**src/sfp_pkg.sv**
```systemverilog
package sfp_pkg;

  // Command bytes.
  localparam logic [7:0] OP_PROT_PROG = 8'h3D;
  localparam logic [7:0] PROT_SEQ_1 = 8'h2A;
  localparam logic [7:0] PROT_SEQ_2 = 8'h7F;
  localparam logic [7:0] PROT_SEQ_3 = 8'hFC;
  localparam logic [7:0] OP_PROT_READ = 8'h32;
  localparam logic [7:0] OP_ID_READ = 8'h77;
  localparam logic [7:0] OP_PAGE_COPY = 8'h53;
  localparam logic [7:0] OP_PAGE_CMP = 8'h60;

  // Sizes and field positions.
  localparam int MAP_BYTES = 8;
  localparam int ID_BYTES = 128;
  localparam int ID_IDX_W = 7;
  localparam logic [1:0] LAST_ARG = 2'h2;
  localparam logic [2:0] LAST_BIT = 3'h7;
  localparam int PAGE_BITS = 10;
  localparam int PAGE_LSB_264 = 9;
  localparam int PAGE_LSB_256 = 8;
  localparam logic [8:0] PAGE_SIZE_264 = 9'h108;
  localparam logic [8:0] PAGE_SIZE_256 = 9'h100;
  localparam int BUF_BYTES = 264;
  localparam logic [7:0] PROT_DEFAULT = 8'h00;
  localparam logic [7:0] FILL_BYTE = 8'h00;
  localparam int FIFO_DEPTH = 4;

  // Timing, 10 MHz reference clock; longest times round down.
  localparam int CLK_PERIOD_NS = 100;
  localparam int PROTECT_PROGRAM_TIME_NS = 200000;
  localparam int PAGE_COPY_TIME_NS = 200000;
  localparam int PAGE_COMPARE_TIME_NS = 200000;
  localparam int PROT_PROG_CYCLES = PROTECT_PROGRAM_TIME_NS / CLK_PERIOD_NS;
  localparam int PAGE_COPY_CYCLES = PAGE_COPY_TIME_NS / CLK_PERIOD_NS;
  localparam int PAGE_CMP_CYCLES = PAGE_COMPARE_TIME_NS / CLK_PERIOD_NS;
  localparam int TIMER_W = 16;

  typedef enum {
    PH_OPCODE, PH_PROT_HDR, PH_PROT_DATA, PH_DUMMY, PH_MAP_OUT, PH_ID_OUT,
    PH_ADDR, PH_ADDR_DONE, PH_IGNORE
  } sfp_phase_t;

  typedef enum {OP_IDLE, OP_PROT, OP_COPY, OP_CMP} sfp_op_t;

  typedef struct packed {
    logic ready;
    logic cmp_diff;
  } sfp_status_t;

  typedef struct packed {
    logic [PAGE_BITS-1:0] page;
    logic start;
  } sfp_mem_req_t;

endpackage : sfp_pkg

```
**src/sfp_fifo.sv**
```systemverilog
`timescale 1ns/100ps
`default_nettype none

module sfp_fifo #(
  parameter int WIDTH = 8,
  parameter int DEPTH = 4
) (
  input wire logic clk,
  input wire logic rst,
  input wire logic ce,
  input wire logic flush,
  input wire logic [WIDTH-1:0] in_data,
  input wire logic in_valid,
  output logic in_ready,
  output logic [WIDTH-1:0] out_data,
  output logic out_valid,
  input wire logic out_ready
);
  localparam int AW = (DEPTH > 1) ? $clog2(DEPTH) : 1;

  if (DEPTH < 2 || WIDTH < 1) begin : g_check
    $error("sfp_fifo needs DEPTH of at least 2 and WIDTH of at least 1.");
  end

  logic [WIDTH-1:0] mem [0:DEPTH-1];
  logic [AW-1:0] wr_ptr_reg;
  logic [AW-1:0] rd_ptr_reg;
  logic [AW:0] count_reg;
  logic push;
  logic pop;

  assign in_ready = (count_reg != (AW+1)'(DEPTH)) && !flush;
  assign out_valid = (count_reg != '0);
  assign out_data = mem[rd_ptr_reg];
  assign push = in_valid && in_ready;
  assign pop = out_valid && out_ready && !flush;

  function automatic logic [AW-1:0] bump(input logic [AW-1:0] p);
    return (p == AW'(DEPTH - 1)) ? '0 : p + 1'b1;
  endfunction : bump

  always_ff @(posedge clk) begin
    if (ce && push) begin
      mem[wr_ptr_reg] <= in_data;
    end
  end

  always_ff @(posedge clk) begin
    if (rst || (ce && flush)) begin
      wr_ptr_reg <= '0;
      rd_ptr_reg <= '0;
      count_reg <= '0;
    end else if (ce) begin
      if (push) begin
        wr_ptr_reg <= bump(wr_ptr_reg);
      end
      if (pop) begin
        rd_ptr_reg <= bump(rd_ptr_reg);
      end
      count_reg <= count_reg + (AW+1)'(push) - (AW+1)'(pop);
    end
  end

endmodule : sfp_fifo

`default_nettype wire

```
**src/sfp_cmd.sv**
```systemverilog
// Contract
// - Opcode 3Dh,2Ah,7Fh,FCh then eight map bytes rewrites the protection map.
// - Map program starts on chip-select rise; busy for at most program time.
// - Map data beyond eight bytes wraps to byte location zero.
// - Map program is accepted whether global protection is on or off.
// - Map program uses the page buffer, overwriting its contents.
// - Opcode 32h plus three dummy bytes shifts the map out.
// - Map bytes go out in ascending order, location zero first.
// - Clocks past the eighth map byte give undefined output.
// - Chip-select rise ends the map read and releases the output.
// - A fixed 128-byte identifier area exists that no command alters.
// - Opcode 77h plus three dummy bytes shifts identifier bytes out.
// - Past the last identifier byte output is undefined; chip-select rise releases it.
// - Opcode 53h plus three address bytes; page field placed by page-size mode.
// - Page copy into buffer starts on chip-select rise; busy until done.
// - Opcode 60h plus three address bytes with the same layout compares.
// - Compare starts on chip-select rise, busy meanwhile, then updates status bit 6.
// - Compare flag is 0 on equal page and 1 on any difference.
// - Ready flag in bit 7 is 0 while busy and 1 when idle.
`timescale 1ns/100ps
`default_nettype none

module sfp_cmd #(
  parameter int PROT_CYCLES = sfp_pkg::PROT_PROG_CYCLES,
  parameter int COPY_CYCLES = sfp_pkg::PAGE_COPY_CYCLES,
  parameter int CMP_CYCLES = sfp_pkg::PAGE_CMP_CYCLES,
  parameter int FIFO_DEPTH = sfp_pkg::FIFO_DEPTH
) (
  input wire logic REF_CLK,
  input wire logic RST,
  input wire logic CE,
  input wire logic CS_N,
  input wire logic SCK,
  input wire logic SI,
  output logic SO,
  output logic SO_OE,
  input wire logic PAGE_264,
  output sfp_pkg::sfp_status_t STATUS,
  output logic [8*sfp_pkg::MAP_BYTES-1:0] PROT_MAP,
  output logic [sfp_pkg::ID_IDX_W-1:0] ID_INDEX,
  input wire logic [7:0] ID_BYTE,
  output sfp_pkg::sfp_mem_req_t MEM_REQ,
  input wire logic [7:0] MEM_DATA,
  input wire logic MEM_VALID,
  output logic MEM_READY
);

  if (PROT_CYCLES < 1 || COPY_CYCLES < 1 || CMP_CYCLES < 1 ||
      PROT_CYCLES >= 2**sfp_pkg::TIMER_W || COPY_CYCLES >= 2**sfp_pkg::TIMER_W ||
      CMP_CYCLES >= 2**sfp_pkg::TIMER_W || FIFO_DEPTH < 2) begin : g_check
    $error("sfp_cmd timing or FIFO parameters out of range.");
  end

  localparam logic [sfp_pkg::TIMER_W-1:0] PROT_LAST = sfp_pkg::TIMER_W'(PROT_CYCLES - 1);
  localparam logic [sfp_pkg::TIMER_W-1:0] COPY_LAST = sfp_pkg::TIMER_W'(COPY_CYCLES - 1);
  localparam logic [sfp_pkg::TIMER_W-1:0] CMP_LAST = sfp_pkg::TIMER_W'(CMP_CYCLES - 1);

  // Returns the expected byte of the map-program header after the opcode.
  function automatic logic [7:0] hdr_byte(input logic [1:0] idx);
    case (idx)
      2'h0: hdr_byte = sfp_pkg::PROT_SEQ_1;
      2'h1: hdr_byte = sfp_pkg::PROT_SEQ_2;
      default: hdr_byte = sfp_pkg::PROT_SEQ_3;
    endcase
  endfunction : hdr_byte

  // Extracts the page index from the three address bytes.
  function automatic logic [sfp_pkg::PAGE_BITS-1:0] page_of(input logic [23:0] addr, input logic p264);
    logic [23:0] sh;
    sh = addr >> (p264 ? sfp_pkg::PAGE_LSB_264 : sfp_pkg::PAGE_LSB_256);
    return sh[sfp_pkg::PAGE_BITS-1:0];
  endfunction : page_of

  // Pin synchronisers; bit 0 feeds only bit 1, bit 2 is the edge history.
  logic [2:0] sck_sync_reg;
  logic [2:0] cs_sync_reg;
  logic [1:0] si_sync_reg;
  logic cs_active;
  logic cs_rise;
  logic sck_rise;
  logic sck_fall;
  logic si_bit;

  always_ff @(posedge REF_CLK) begin
    if (RST) begin
      sck_sync_reg <= '0;
      cs_sync_reg <= 3'h7;
      si_sync_reg <= '0;
    end else if (CE) begin
      sck_sync_reg <= {sck_sync_reg[1:0], SCK};
      cs_sync_reg <= {cs_sync_reg[1:0], CS_N};
      si_sync_reg <= {si_sync_reg[0], SI};
    end
  end

  assign cs_active = !cs_sync_reg[1];
  assign cs_rise = cs_sync_reg[1] && !cs_sync_reg[2];
  assign sck_rise = cs_active && sck_sync_reg[1] && !sck_sync_reg[2];
  assign sck_fall = cs_active && !sck_sync_reg[1] && sck_sync_reg[2];
  assign si_bit = si_sync_reg[1];

  // Byte assembly on serial clock rising edges.
  logic [2:0] bit_cnt_reg;
  logic [6:0] shift_in_reg;
  logic byte_done;
  logic [7:0] rx_byte;

  assign byte_done = sck_rise && (bit_cnt_reg == sfp_pkg::LAST_BIT);
  assign rx_byte = {shift_in_reg, si_bit};

  always_ff @(posedge REF_CLK) begin
    if (RST) begin
      bit_cnt_reg <= '0;
      shift_in_reg <= '0;
    end else if (CE) begin
      if (!cs_active) begin
        bit_cnt_reg <= '0;
      end else if (sck_rise) begin
        bit_cnt_reg <= bit_cnt_reg + 3'h1;
        shift_in_reg <= {shift_in_reg[5:0], si_bit};
      end
    end
  end

  // Command decode.
  sfp_pkg::sfp_phase_t phase_reg;
  sfp_pkg::sfp_op_t op_reg;
  logic [1:0] arg_cnt_reg;
  logic rd_id_reg;
  logic cmp_sel_reg;
  logic [23:0] addr_reg;
  logic [2:0] data_ptr_reg;
  logic data_seen_reg;
  logic prot_wr;
  logic start_prot;
  logic start_xfer;
  logic first_out;

  assign prot_wr = byte_done && (phase_reg == sfp_pkg::PH_PROT_DATA);
  assign first_out = byte_done && (phase_reg == sfp_pkg::PH_DUMMY) && (arg_cnt_reg == sfp_pkg::LAST_ARG);
  assign start_prot = cs_rise && (phase_reg == sfp_pkg::PH_PROT_DATA) && data_seen_reg &&
                      (op_reg == sfp_pkg::OP_IDLE);
  assign start_xfer = cs_rise && (phase_reg == sfp_pkg::PH_ADDR_DONE) &&
                      (op_reg == sfp_pkg::OP_IDLE);

  always_ff @(posedge REF_CLK) begin
    if (RST) begin
      phase_reg <= sfp_pkg::PH_OPCODE;
      arg_cnt_reg <= '0;
      rd_id_reg <= 1'b0;
      cmp_sel_reg <= 1'b0;
      addr_reg <= '0;
    end else if (CE) begin
      if (!cs_active) begin
        phase_reg <= sfp_pkg::PH_OPCODE;
        arg_cnt_reg <= '0;
      end else if (byte_done) begin
        case (phase_reg)
          sfp_pkg::PH_OPCODE: begin
            arg_cnt_reg <= '0;
            case (rx_byte)
              sfp_pkg::OP_PROT_PROG: phase_reg <= sfp_pkg::PH_PROT_HDR;
              sfp_pkg::OP_PROT_READ: begin
                phase_reg <= sfp_pkg::PH_DUMMY;
                rd_id_reg <= 1'b0;
              end
              sfp_pkg::OP_ID_READ: begin
                phase_reg <= sfp_pkg::PH_DUMMY;
                rd_id_reg <= 1'b1;
              end
              sfp_pkg::OP_PAGE_COPY: begin
                phase_reg <= sfp_pkg::PH_ADDR;
                cmp_sel_reg <= 1'b0;
              end
              sfp_pkg::OP_PAGE_CMP: begin
                phase_reg <= sfp_pkg::PH_ADDR;
                cmp_sel_reg <= 1'b1;
              end
              default: phase_reg <= sfp_pkg::PH_IGNORE;
            endcase
          end
          sfp_pkg::PH_PROT_HDR: begin
            arg_cnt_reg <= arg_cnt_reg + 2'h1;
            if (rx_byte != hdr_byte(arg_cnt_reg)) begin
              phase_reg <= sfp_pkg::PH_IGNORE;
            end else if (arg_cnt_reg == sfp_pkg::LAST_ARG) begin
              phase_reg <= sfp_pkg::PH_PROT_DATA;
            end
          end
          sfp_pkg::PH_DUMMY: begin
            arg_cnt_reg <= arg_cnt_reg + 2'h1;
            if (arg_cnt_reg == sfp_pkg::LAST_ARG) begin
              phase_reg <= rd_id_reg ? sfp_pkg::PH_ID_OUT : sfp_pkg::PH_MAP_OUT;
            end
          end
          sfp_pkg::PH_ADDR: begin
            arg_cnt_reg <= arg_cnt_reg + 2'h1;
            addr_reg <= {addr_reg[15:0], rx_byte};
            if (arg_cnt_reg == sfp_pkg::LAST_ARG) begin
              phase_reg <= sfp_pkg::PH_ADDR_DONE;
            end
          end
          default: phase_reg <= phase_reg;
        endcase
      end
    end
  end

  // Map data pointer wraps through the eight locations.
  always_ff @(posedge REF_CLK) begin
    if (RST) begin
      data_ptr_reg <= '0;
      data_seen_reg <= 1'b0;
    end else if (CE) begin
      if (!cs_active) begin
        data_ptr_reg <= '0;
        data_seen_reg <= 1'b0;
      end else if (prot_wr) begin
        data_ptr_reg <= data_ptr_reg + 3'h1;
        data_seen_reg <= 1'b1;
      end
    end
  end

  // Page buffer and the FIFO of main-memory bytes.
  logic [7:0] buf_mem [0:sfp_pkg::BUF_BYTES-1];
  logic [8:0] xfer_cnt_reg;
  logic [sfp_pkg::TIMER_W-1:0] timer_reg;
  logic [7:0] fifo_data;
  logic fifo_valid;
  logic fifo_pop;
  logic xfer_busy;
  logic [8:0] page_size;
  logic xfer_last;
  logic byte_diff;
  logic mismatch_acc_reg;
  logic cmp_diff_reg;

  assign xfer_busy = (op_reg == sfp_pkg::OP_COPY) || (op_reg == sfp_pkg::OP_CMP);
  assign fifo_pop = xfer_busy && fifo_valid;
  assign page_size = PAGE_264 ? sfp_pkg::PAGE_SIZE_264 : sfp_pkg::PAGE_SIZE_256;
  assign xfer_last = fifo_pop && (xfer_cnt_reg == page_size - 9'h1);
  assign byte_diff = fifo_pop && (buf_mem[xfer_cnt_reg] != fifo_data);

  sfp_fifo #(
    .WIDTH(8),
    .DEPTH(FIFO_DEPTH)
  ) u_fifo (
    .clk(REF_CLK),
    .rst(RST),
    .ce(CE),
    .flush(start_xfer),
    .in_data(MEM_DATA),
    .in_valid(MEM_VALID),
    .in_ready(MEM_READY),
    .out_data(fifo_data),
    .out_valid(fifo_valid),
    .out_ready(xfer_busy)
  );

  always_ff @(posedge REF_CLK) begin
    if (CE) begin
      if (prot_wr) begin
        buf_mem[data_ptr_reg] <= rx_byte;
      end else if (fifo_pop && (op_reg == sfp_pkg::OP_COPY)) begin
        buf_mem[xfer_cnt_reg] <= fifo_data;
      end
    end
  end

  // Self-timed operation engine.
  always_ff @(posedge REF_CLK) begin
    if (RST) begin
      op_reg <= sfp_pkg::OP_IDLE;
      timer_reg <= '0;
      xfer_cnt_reg <= '0;
      mismatch_acc_reg <= 1'b0;
      cmp_diff_reg <= 1'b0;
    end else if (CE) begin
      case (op_reg)
        sfp_pkg::OP_IDLE: begin
          timer_reg <= '0;
          xfer_cnt_reg <= '0;
          mismatch_acc_reg <= 1'b0;
          if (start_prot) begin
            op_reg <= sfp_pkg::OP_PROT;
          end else if (start_xfer) begin
            op_reg <= cmp_sel_reg ? sfp_pkg::OP_CMP : sfp_pkg::OP_COPY;
          end
        end
        sfp_pkg::OP_PROT: begin
          timer_reg <= timer_reg + 1'b1;
          if (timer_reg == PROT_LAST) begin
            op_reg <= sfp_pkg::OP_IDLE;
          end
        end
        sfp_pkg::OP_COPY: begin
          timer_reg <= timer_reg + 1'b1;
          if (fifo_pop) begin
            xfer_cnt_reg <= xfer_cnt_reg + 9'h1;
          end
          if (xfer_last || timer_reg == COPY_LAST) begin
            op_reg <= sfp_pkg::OP_IDLE;
          end
        end
        sfp_pkg::OP_CMP: begin
          timer_reg <= timer_reg + 1'b1;
          if (fifo_pop) begin
            xfer_cnt_reg <= xfer_cnt_reg + 9'h1;
          end
          if (byte_diff) begin
            mismatch_acc_reg <= 1'b1;
          end
          if (xfer_last) begin
            op_reg <= sfp_pkg::OP_IDLE;
            cmp_diff_reg <= mismatch_acc_reg || byte_diff;
          end else if (timer_reg == CMP_LAST) begin
            op_reg <= sfp_pkg::OP_IDLE;
            cmp_diff_reg <= 1'b1;
          end
        end
        default: op_reg <= sfp_pkg::OP_IDLE;
      endcase
    end
  end

  // Memory request toward the main array.
  always_ff @(posedge REF_CLK) begin
    if (RST) begin
      MEM_REQ <= '0;
    end else if (CE) begin
      MEM_REQ.start <= start_xfer;
      if (start_xfer) begin
        MEM_REQ.page <= page_of(addr_reg, PAGE_264);
      end
    end
  end

  // Nonvolatile map, committed from the buffer at the end of the program cycle.
  logic [sfp_pkg::MAP_BYTES-1:0][7:0] map_reg;

  always_ff @(posedge REF_CLK) begin
    if (RST) begin
      map_reg <= {sfp_pkg::MAP_BYTES{sfp_pkg::PROT_DEFAULT}};
    end else if (CE && op_reg == sfp_pkg::OP_PROT && timer_reg == PROT_LAST) begin
      for (int i = 0; i < sfp_pkg::MAP_BYTES; i++) begin
        map_reg[i] <= buf_mem[i];
      end
    end
  end

  assign PROT_MAP = map_reg;

  // Output shifter, changing data on serial clock falling edges.
  logic [7:0] out_sh_reg;
  logic [2:0] out_bit_reg;
  logic [sfp_pkg::ID_IDX_W-1:0] out_idx_reg;
  logic so_reg;
  logic so_oe_reg;
  logic [7:0] next_byte;
  logic out_phase;

  assign out_phase = (phase_reg == sfp_pkg::PH_MAP_OUT) || (phase_reg == sfp_pkg::PH_ID_OUT);

  always_comb begin
    if (rd_id_reg) begin
      next_byte = ID_BYTE;
    end else if (out_idx_reg < sfp_pkg::ID_IDX_W'(sfp_pkg::MAP_BYTES)) begin
      next_byte = map_reg[out_idx_reg[2:0]];
    end else begin
      next_byte = sfp_pkg::FILL_BYTE;
    end
  end

  always_ff @(posedge REF_CLK) begin
    if (RST) begin
      out_sh_reg <= '0;
      out_bit_reg <= '0;
      out_idx_reg <= '0;
      so_reg <= 1'b0;
      so_oe_reg <= 1'b0;
    end else if (CE) begin
      if (!cs_active) begin
        out_idx_reg <= '0;
        out_bit_reg <= '0;
        so_oe_reg <= 1'b0;
      end else if (first_out) begin
        out_sh_reg <= next_byte;
        out_idx_reg <= out_idx_reg + 1'b1;
        out_bit_reg <= '0;
      end else if (sck_fall && out_phase) begin
        so_reg <= out_sh_reg[7];
        so_oe_reg <= 1'b1;
        out_bit_reg <= out_bit_reg + 3'h1;
        if (out_bit_reg == sfp_pkg::LAST_BIT) begin
          out_sh_reg <= next_byte;
          out_idx_reg <= out_idx_reg + 1'b1;
        end else begin
          out_sh_reg <= {out_sh_reg[6:0], 1'b0};
        end
      end
    end
  end

  assign SO = so_reg;
  assign SO_OE = so_oe_reg;
  assign ID_INDEX = out_idx_reg;
  assign STATUS.ready = (op_reg == sfp_pkg::OP_IDLE);
  assign STATUS.cmp_diff = cmp_diff_reg;

endmodule : sfp_cmd

`default_nettype wire

```
**config.mk**
```make
export PLATFORM = sky130hd
export DESIGN_NAME = sfp_cmd
export DESIGN_NICKNAME = d
export VERILOG_FILES = /design/src/sfp_pkg.sv /design/src/sfp_fifo.sv /design/src/sfp_cmd.sv
export SDC_FILE = /design/constraint.sdc
export NUM_CORES = 2
export LEC_CHECK = 0
export BUFFER_PORTS_ARGS = -buffer_cell sky130_fd_sc_hd__buf_2
export CAP_MARGIN = 5
export CELL_PAD_IN_SITES_DETAIL_PLACEMENT = 1
export CELL_PAD_IN_SITES_GLOBAL_PLACEMENT = 2
export CORE_AREA = 2 2 463 465
export DETAILED_ROUTE_END_ITERATION = 10
export DIE_AREA = 0 0 465 467
export HOLD_SLACK_MARGIN = 0.12
export PLACE_DENSITY = 0.77
export SLEW_MARGIN = 0
export SYNTH_ARGS = -nofsm -noshare
export SYNTH_HDL_FRONTEND = slang
export SYNTH_SLANG_ARGS = --single-unit
```
**constraint.sdc**
```tcl
create_clock -name REF_CLK -period 4.7 [get_ports REF_CLK]
set_input_delay 0.94 -clock REF_CLK [delete_from_list [all_inputs] [get_ports REF_CLK]]
set_output_delay 0.94 -clock REF_CLK [all_outputs]
set_load 0.05 [all_outputs]
```
==> results.sh <==
export IMPL_violations="setup timing"
export IMPL_synth_avg_cell_area_um2=18.1
export IMPL_async_reset_ff_share_pct=0
export IMPL_syn_area_um2=92900
export IMPL_finalSetupViolations=2
export IMPL_synth_fa_ha_area_share_pct=0.264
export IMPL_holdBufCountCts=0
export IMPL_p_clk_share_pct=45.4
export IMPL_synthMuxAreaShare_pct=14.2
export IMPL_worstPathArrival_ns=5.56
export IMPL_cts_clk_slew_worst_paths_ns=0.06
export IMPL_timing_final_crit_share_pct=102
export IMPL_seqPwrFrac_pct=53.4
export IMPL_synth_edf_count=2144
export IMPL_worstMarginPinSlew_ns=1.41
export IMPL_hold_class="in -> reg"
export IMPL_holdPathEnd="u_fifo.mem[2][1]$_DFFE_PP_"
export IMPL_numPortBuffers=110
export IMPL_overflow=0
export IMPL_drc=0
export IMPL_ys_warn_count=0
export IMPL_hold_path_depth=1
export IMPL_grt_max_degree=144
export IMPL_numCtsBuffers=239
export IMPL_clock_path_buffers=3
export IMPL_start_util_pct=43.9
export IMPL_dr_wl_met2_um=143000
export IMPL_min_period_ns=4.79
export IMPL_peakVddDrop_v=0.000431
export IMPL_synth_net_count=5171
export IMPL_vias_per_cell=6.18
export IMPL_grt_pass1_wl_um=430000
export IMPL_ctsResizeCount=0
export IMPL_clk_latency_ns=0.91
export IMPL_synth_cell_types=75
export IMPL_syn_to_final_growth_pct=16.4
export IMPL_slew_headroom_pct=5.41
export IMPL_drive_above_1_share_pct=26.1
export IMPL_synth_compound_area_share_pct=4.24
export IMPL_stdcell_area_um2=108000
export IMPL_drtAntennaViolNets=0
export IMPL_ys_ff_latch=2365
export IMPL_drv_slew=0
export IMPL_drtIter0Drc=7458
export IMPL_max_freq_ghz=0.209
export IMPL_synth_top_family_by_area="multiplexers"
export IMPL_wl_met1_um=117000
export IMPL_crit_chain="buf_12 -> buf_4 -> mux4_2 -> nor2_1 -> a2111oi_0 -> a221oi_1 -> a311o_1 -> a22oi_1 -> xnor2_1 -> o2111ai_1 -> buf_4 -> a2111oi_2 -> a21oi_1"
export IMPL_worstSetupPathType="reg -> reg"
export IMPL_synthesis_instances=5128
export IMPL_r2r_slack_ns=-0.09
export IMPL_sw_frac_of_total_pct=20.6
export IMPL_hold_viol_final=0
export IMPL_die_h_um=467
export IMPL_dieWidth_um=465
export IMPL_worstPathRequired_ns=5.48
export IMPL_regToRegEndpoint="cmp_diff_reg$_SDFFE_PP0P_"
export IMPL_yosysSeqAreaShare_pct=74.1
export IMPL_setup_worst_path_start_class="flip-flop"
export IMPL_firstDrtPassIters=6
export IMPL_cts_tree="built"
export IMPL_regMostFlops="buf_mem"
export IMPL_synthSimpleGateAreaFrac_pct=5.00
export IMPL_power_frac_comb_pct=1.2
export IMPL_first_global_vias=54600
export IMPL_num_rows=169
export IMPL_cts_root_buffer="clkbuf_16"
export IMPL_intPower_uw=33700
export IMPL_dp_hpwl_um=205000
export IMPL_rsz0062_at_grt="false"
export IMPL_wl_met3_um=29300
export IMPL_min_from="MEM_DATA[1]"
export IMPL_multi_input_area_um2=22700
export IMPL_p_sw_uw=8740
export IMPL_largest_reg_flops=2112
export IMPL_p_leak_uw=0.0326
export IMPL_antenna_found_initial=23
export IMPL_max_cap_viol_count=0
export IMPL_h_tree_depth=4
export IMPL_setup_ws_ns=-0.0851
export IMPL_place_area_um2=100000
export IMPL_num_vias=53900
export IMPL_pwr_density_cell_nw_per_um2=392
export IMPL_fillers=19500
export IMPL_topRoutingLayerUsed="met5"
export IMPL_synth_xor_area_share_pct=0.406
export IMPL_cp_slowest_stage_delay_ns=0.83
export IMPL_slowest_stage="dfxtp_4"
export IMPL_nets=5718
export IMPL_numClockSinks=2365
export IMPL_cp_common_cell="buf_4"
export IMPL_cp_end_kind="flip-flop"
export IMPL_wire_per_inst_um=35.1
export IMPL_cp_max_fo=26
export IMPL_reg2reg_depth=13
export IMPL_seqCellArea_um2=68800
export IMPL_grtUsageTotal_pct=28.0
export IMPL_final_util_pct=51.1
export IMPL_die_area_um2=217000
export IMPL_fp_coreArea_um2=212000
export IMPL_ios=111
export IMPL_synth_main_ff_cell="edfxtp_1"
export IMPL_skew_ns=0.0579
export IMPL_status="finished with violations"
export IMPL_gp_congestion=0.934
export IMPL_drt_wl_total_um=306000
## placed cells by master, fill, tap and decap left out, drive strengths merged, types with 26 or more instances in the layout
cell type	netlist	final
buf	158	625
nand2	311	311
mux2i	227	227
a221oi	29	29
inv	23	28
mux4	463	463
a22oi	153	153
a21oi	206	206
dfxtp	221	221
a211oi	29	29
clkinv	1	107
nand3	56	56
edfxtp	2144	2144
o21ai	26	26
mux2	46	46
clkbuf	161	301
nor3	26	26
nor2	432	432
and2	48	48
nor4	28	28
nor2b	32	32
## per-stage QoR
stage          hold slack, ns  setup TNS [ns]  setup slack [ns]  power (µW)  cells
6_report                0.267          -0.131           -0.0851       42400   8719
5_1_grt                 0.245               0           0.00658       43300   8711
4_1_cts                 0.225               0            0.0575       42600   8705
3_5_place_dp            0.444               0            0.0690       23600   8250
3_3_place_gp            0.438          -0.457            -0.375       23600   8249
2_1_floorplan           0.430               0            0.0607       23400   5128
## power groups by stage
stage	logic, µW	registers [µW]	clock network (µW)
2_1_floorplan	327	23100	0
3_3_place_gp	494	23100	0
3_5_place_dp	504	23100	0
4_1_cts	505	22600	19400
5_1_grt	544	22600	20100
6_report	516	22600	19300
## layer usage
layer	up-vias	GRT usage (%)
met4	18	12.7
met2	3041	44.2
li1	21600	-
met1	28600	37.9
met5	-	0.242
met3	645	5.39
## critical path, delay by kind of cell, from the launching register on
| kind | cells | cell delay (ns) |
|---|---|---|
| compound gates | 7 | 1.94 |
| xor+xnor | 1 | 0.22 |
| buf+inv | 3 | 0.77 |
| flops | 1 | 0.83 |
| mux | 1 | 0.53 |
| simple gates | 1 | 0.34 |
## Yosys cell counts (all sizes together) (9+ instances only)
cell type / n / area (µm²)
inv: 23 / 86.3
xor2: 21 / 184
nand2b: 19 / 119
o21ai: 26 / 130
a22o: 16 / 140
a221oi: 29 / 273
ha: 18 / 225
nor2: 432 / 1620
nor3: 26 / 130
nor2b: 32 / 200
nor4: 28 / 181
xnor2: 22 / 193
buf: 158 / 933
a21oi: 206 / 1030
a31oi: 18 / 113
edfxtp: 2144 / 64400
mux4: 463 / 10400
o211ai: 12 / 90.1
nand3: 56 / 280
o221ai: 25 / 219
and2: 48 / 300
or2: 10 / 62.6
a22oi: 153 / 1150
mux2i: 227 / 2270
mux2: 46 / 518
and3: 12 / 75.1
nand4: 21 / 131
o22ai: 9 / 56.3
dfxtp: 221 / 4420
clkbuf: 161 / 604
a211oi: 29 / 218
nand2: 311 / 1170
## worst max path at each step
stage / cells past startpoint / slack (ns) / endpoint
finish: 13 / -0.09 / cmp_diff_reg$_SDFFE_PP0P_
global route: 11 / 0.007 / cmp_diff_reg$_SDFFE_PP0P_
CTS: 11 / 0.06 / cmp_diff_reg$_SDFFE_PP0P_
floorplan: 9 / 0.06 / buf_mem[0][3]$_DFFE_PP_
detailed placement: 11 / 0.07 / cmp_diff_reg$_SDFFE_PP0P_
global placement: 13 / -0.37 / cmp_diff_reg$_SDFFE_PP0P_
## repair_timing
item                       in CTS  in global routing
setup endpoints to repair       0                  1
buffers inserted                0                  5
hold endpoints to repair        0                  0
## area by class of cell
| cell class | instances | share of cell area [%] |
|---|---|---|
| multi-input combinational | 2420 | 21.0 |
| inverter | 24 | 0.0833 |
| antenna | 9 | 0.0208 |
| sequential | 2365 | 63.7 |
| tap | 2821 | 3.27 |
| timing repair buffer | 625 | 4.60 |
| clock buffer | 301 | 5.80 |
| clock inverter | 154 | 1.51 |
## cells by family (layout without fill, tap and decap cells)
logic type      count (synthesis)  after routing
mux                           736            736
fa+ha+maj                      19             19
buf+inv                       343           1104
other cells                     0              9
flops                        2365           2365
simple gates                 1041           1041
xor+xnor                       43             43
compound gates                581            581
Power figures use the tool's default switching activity.
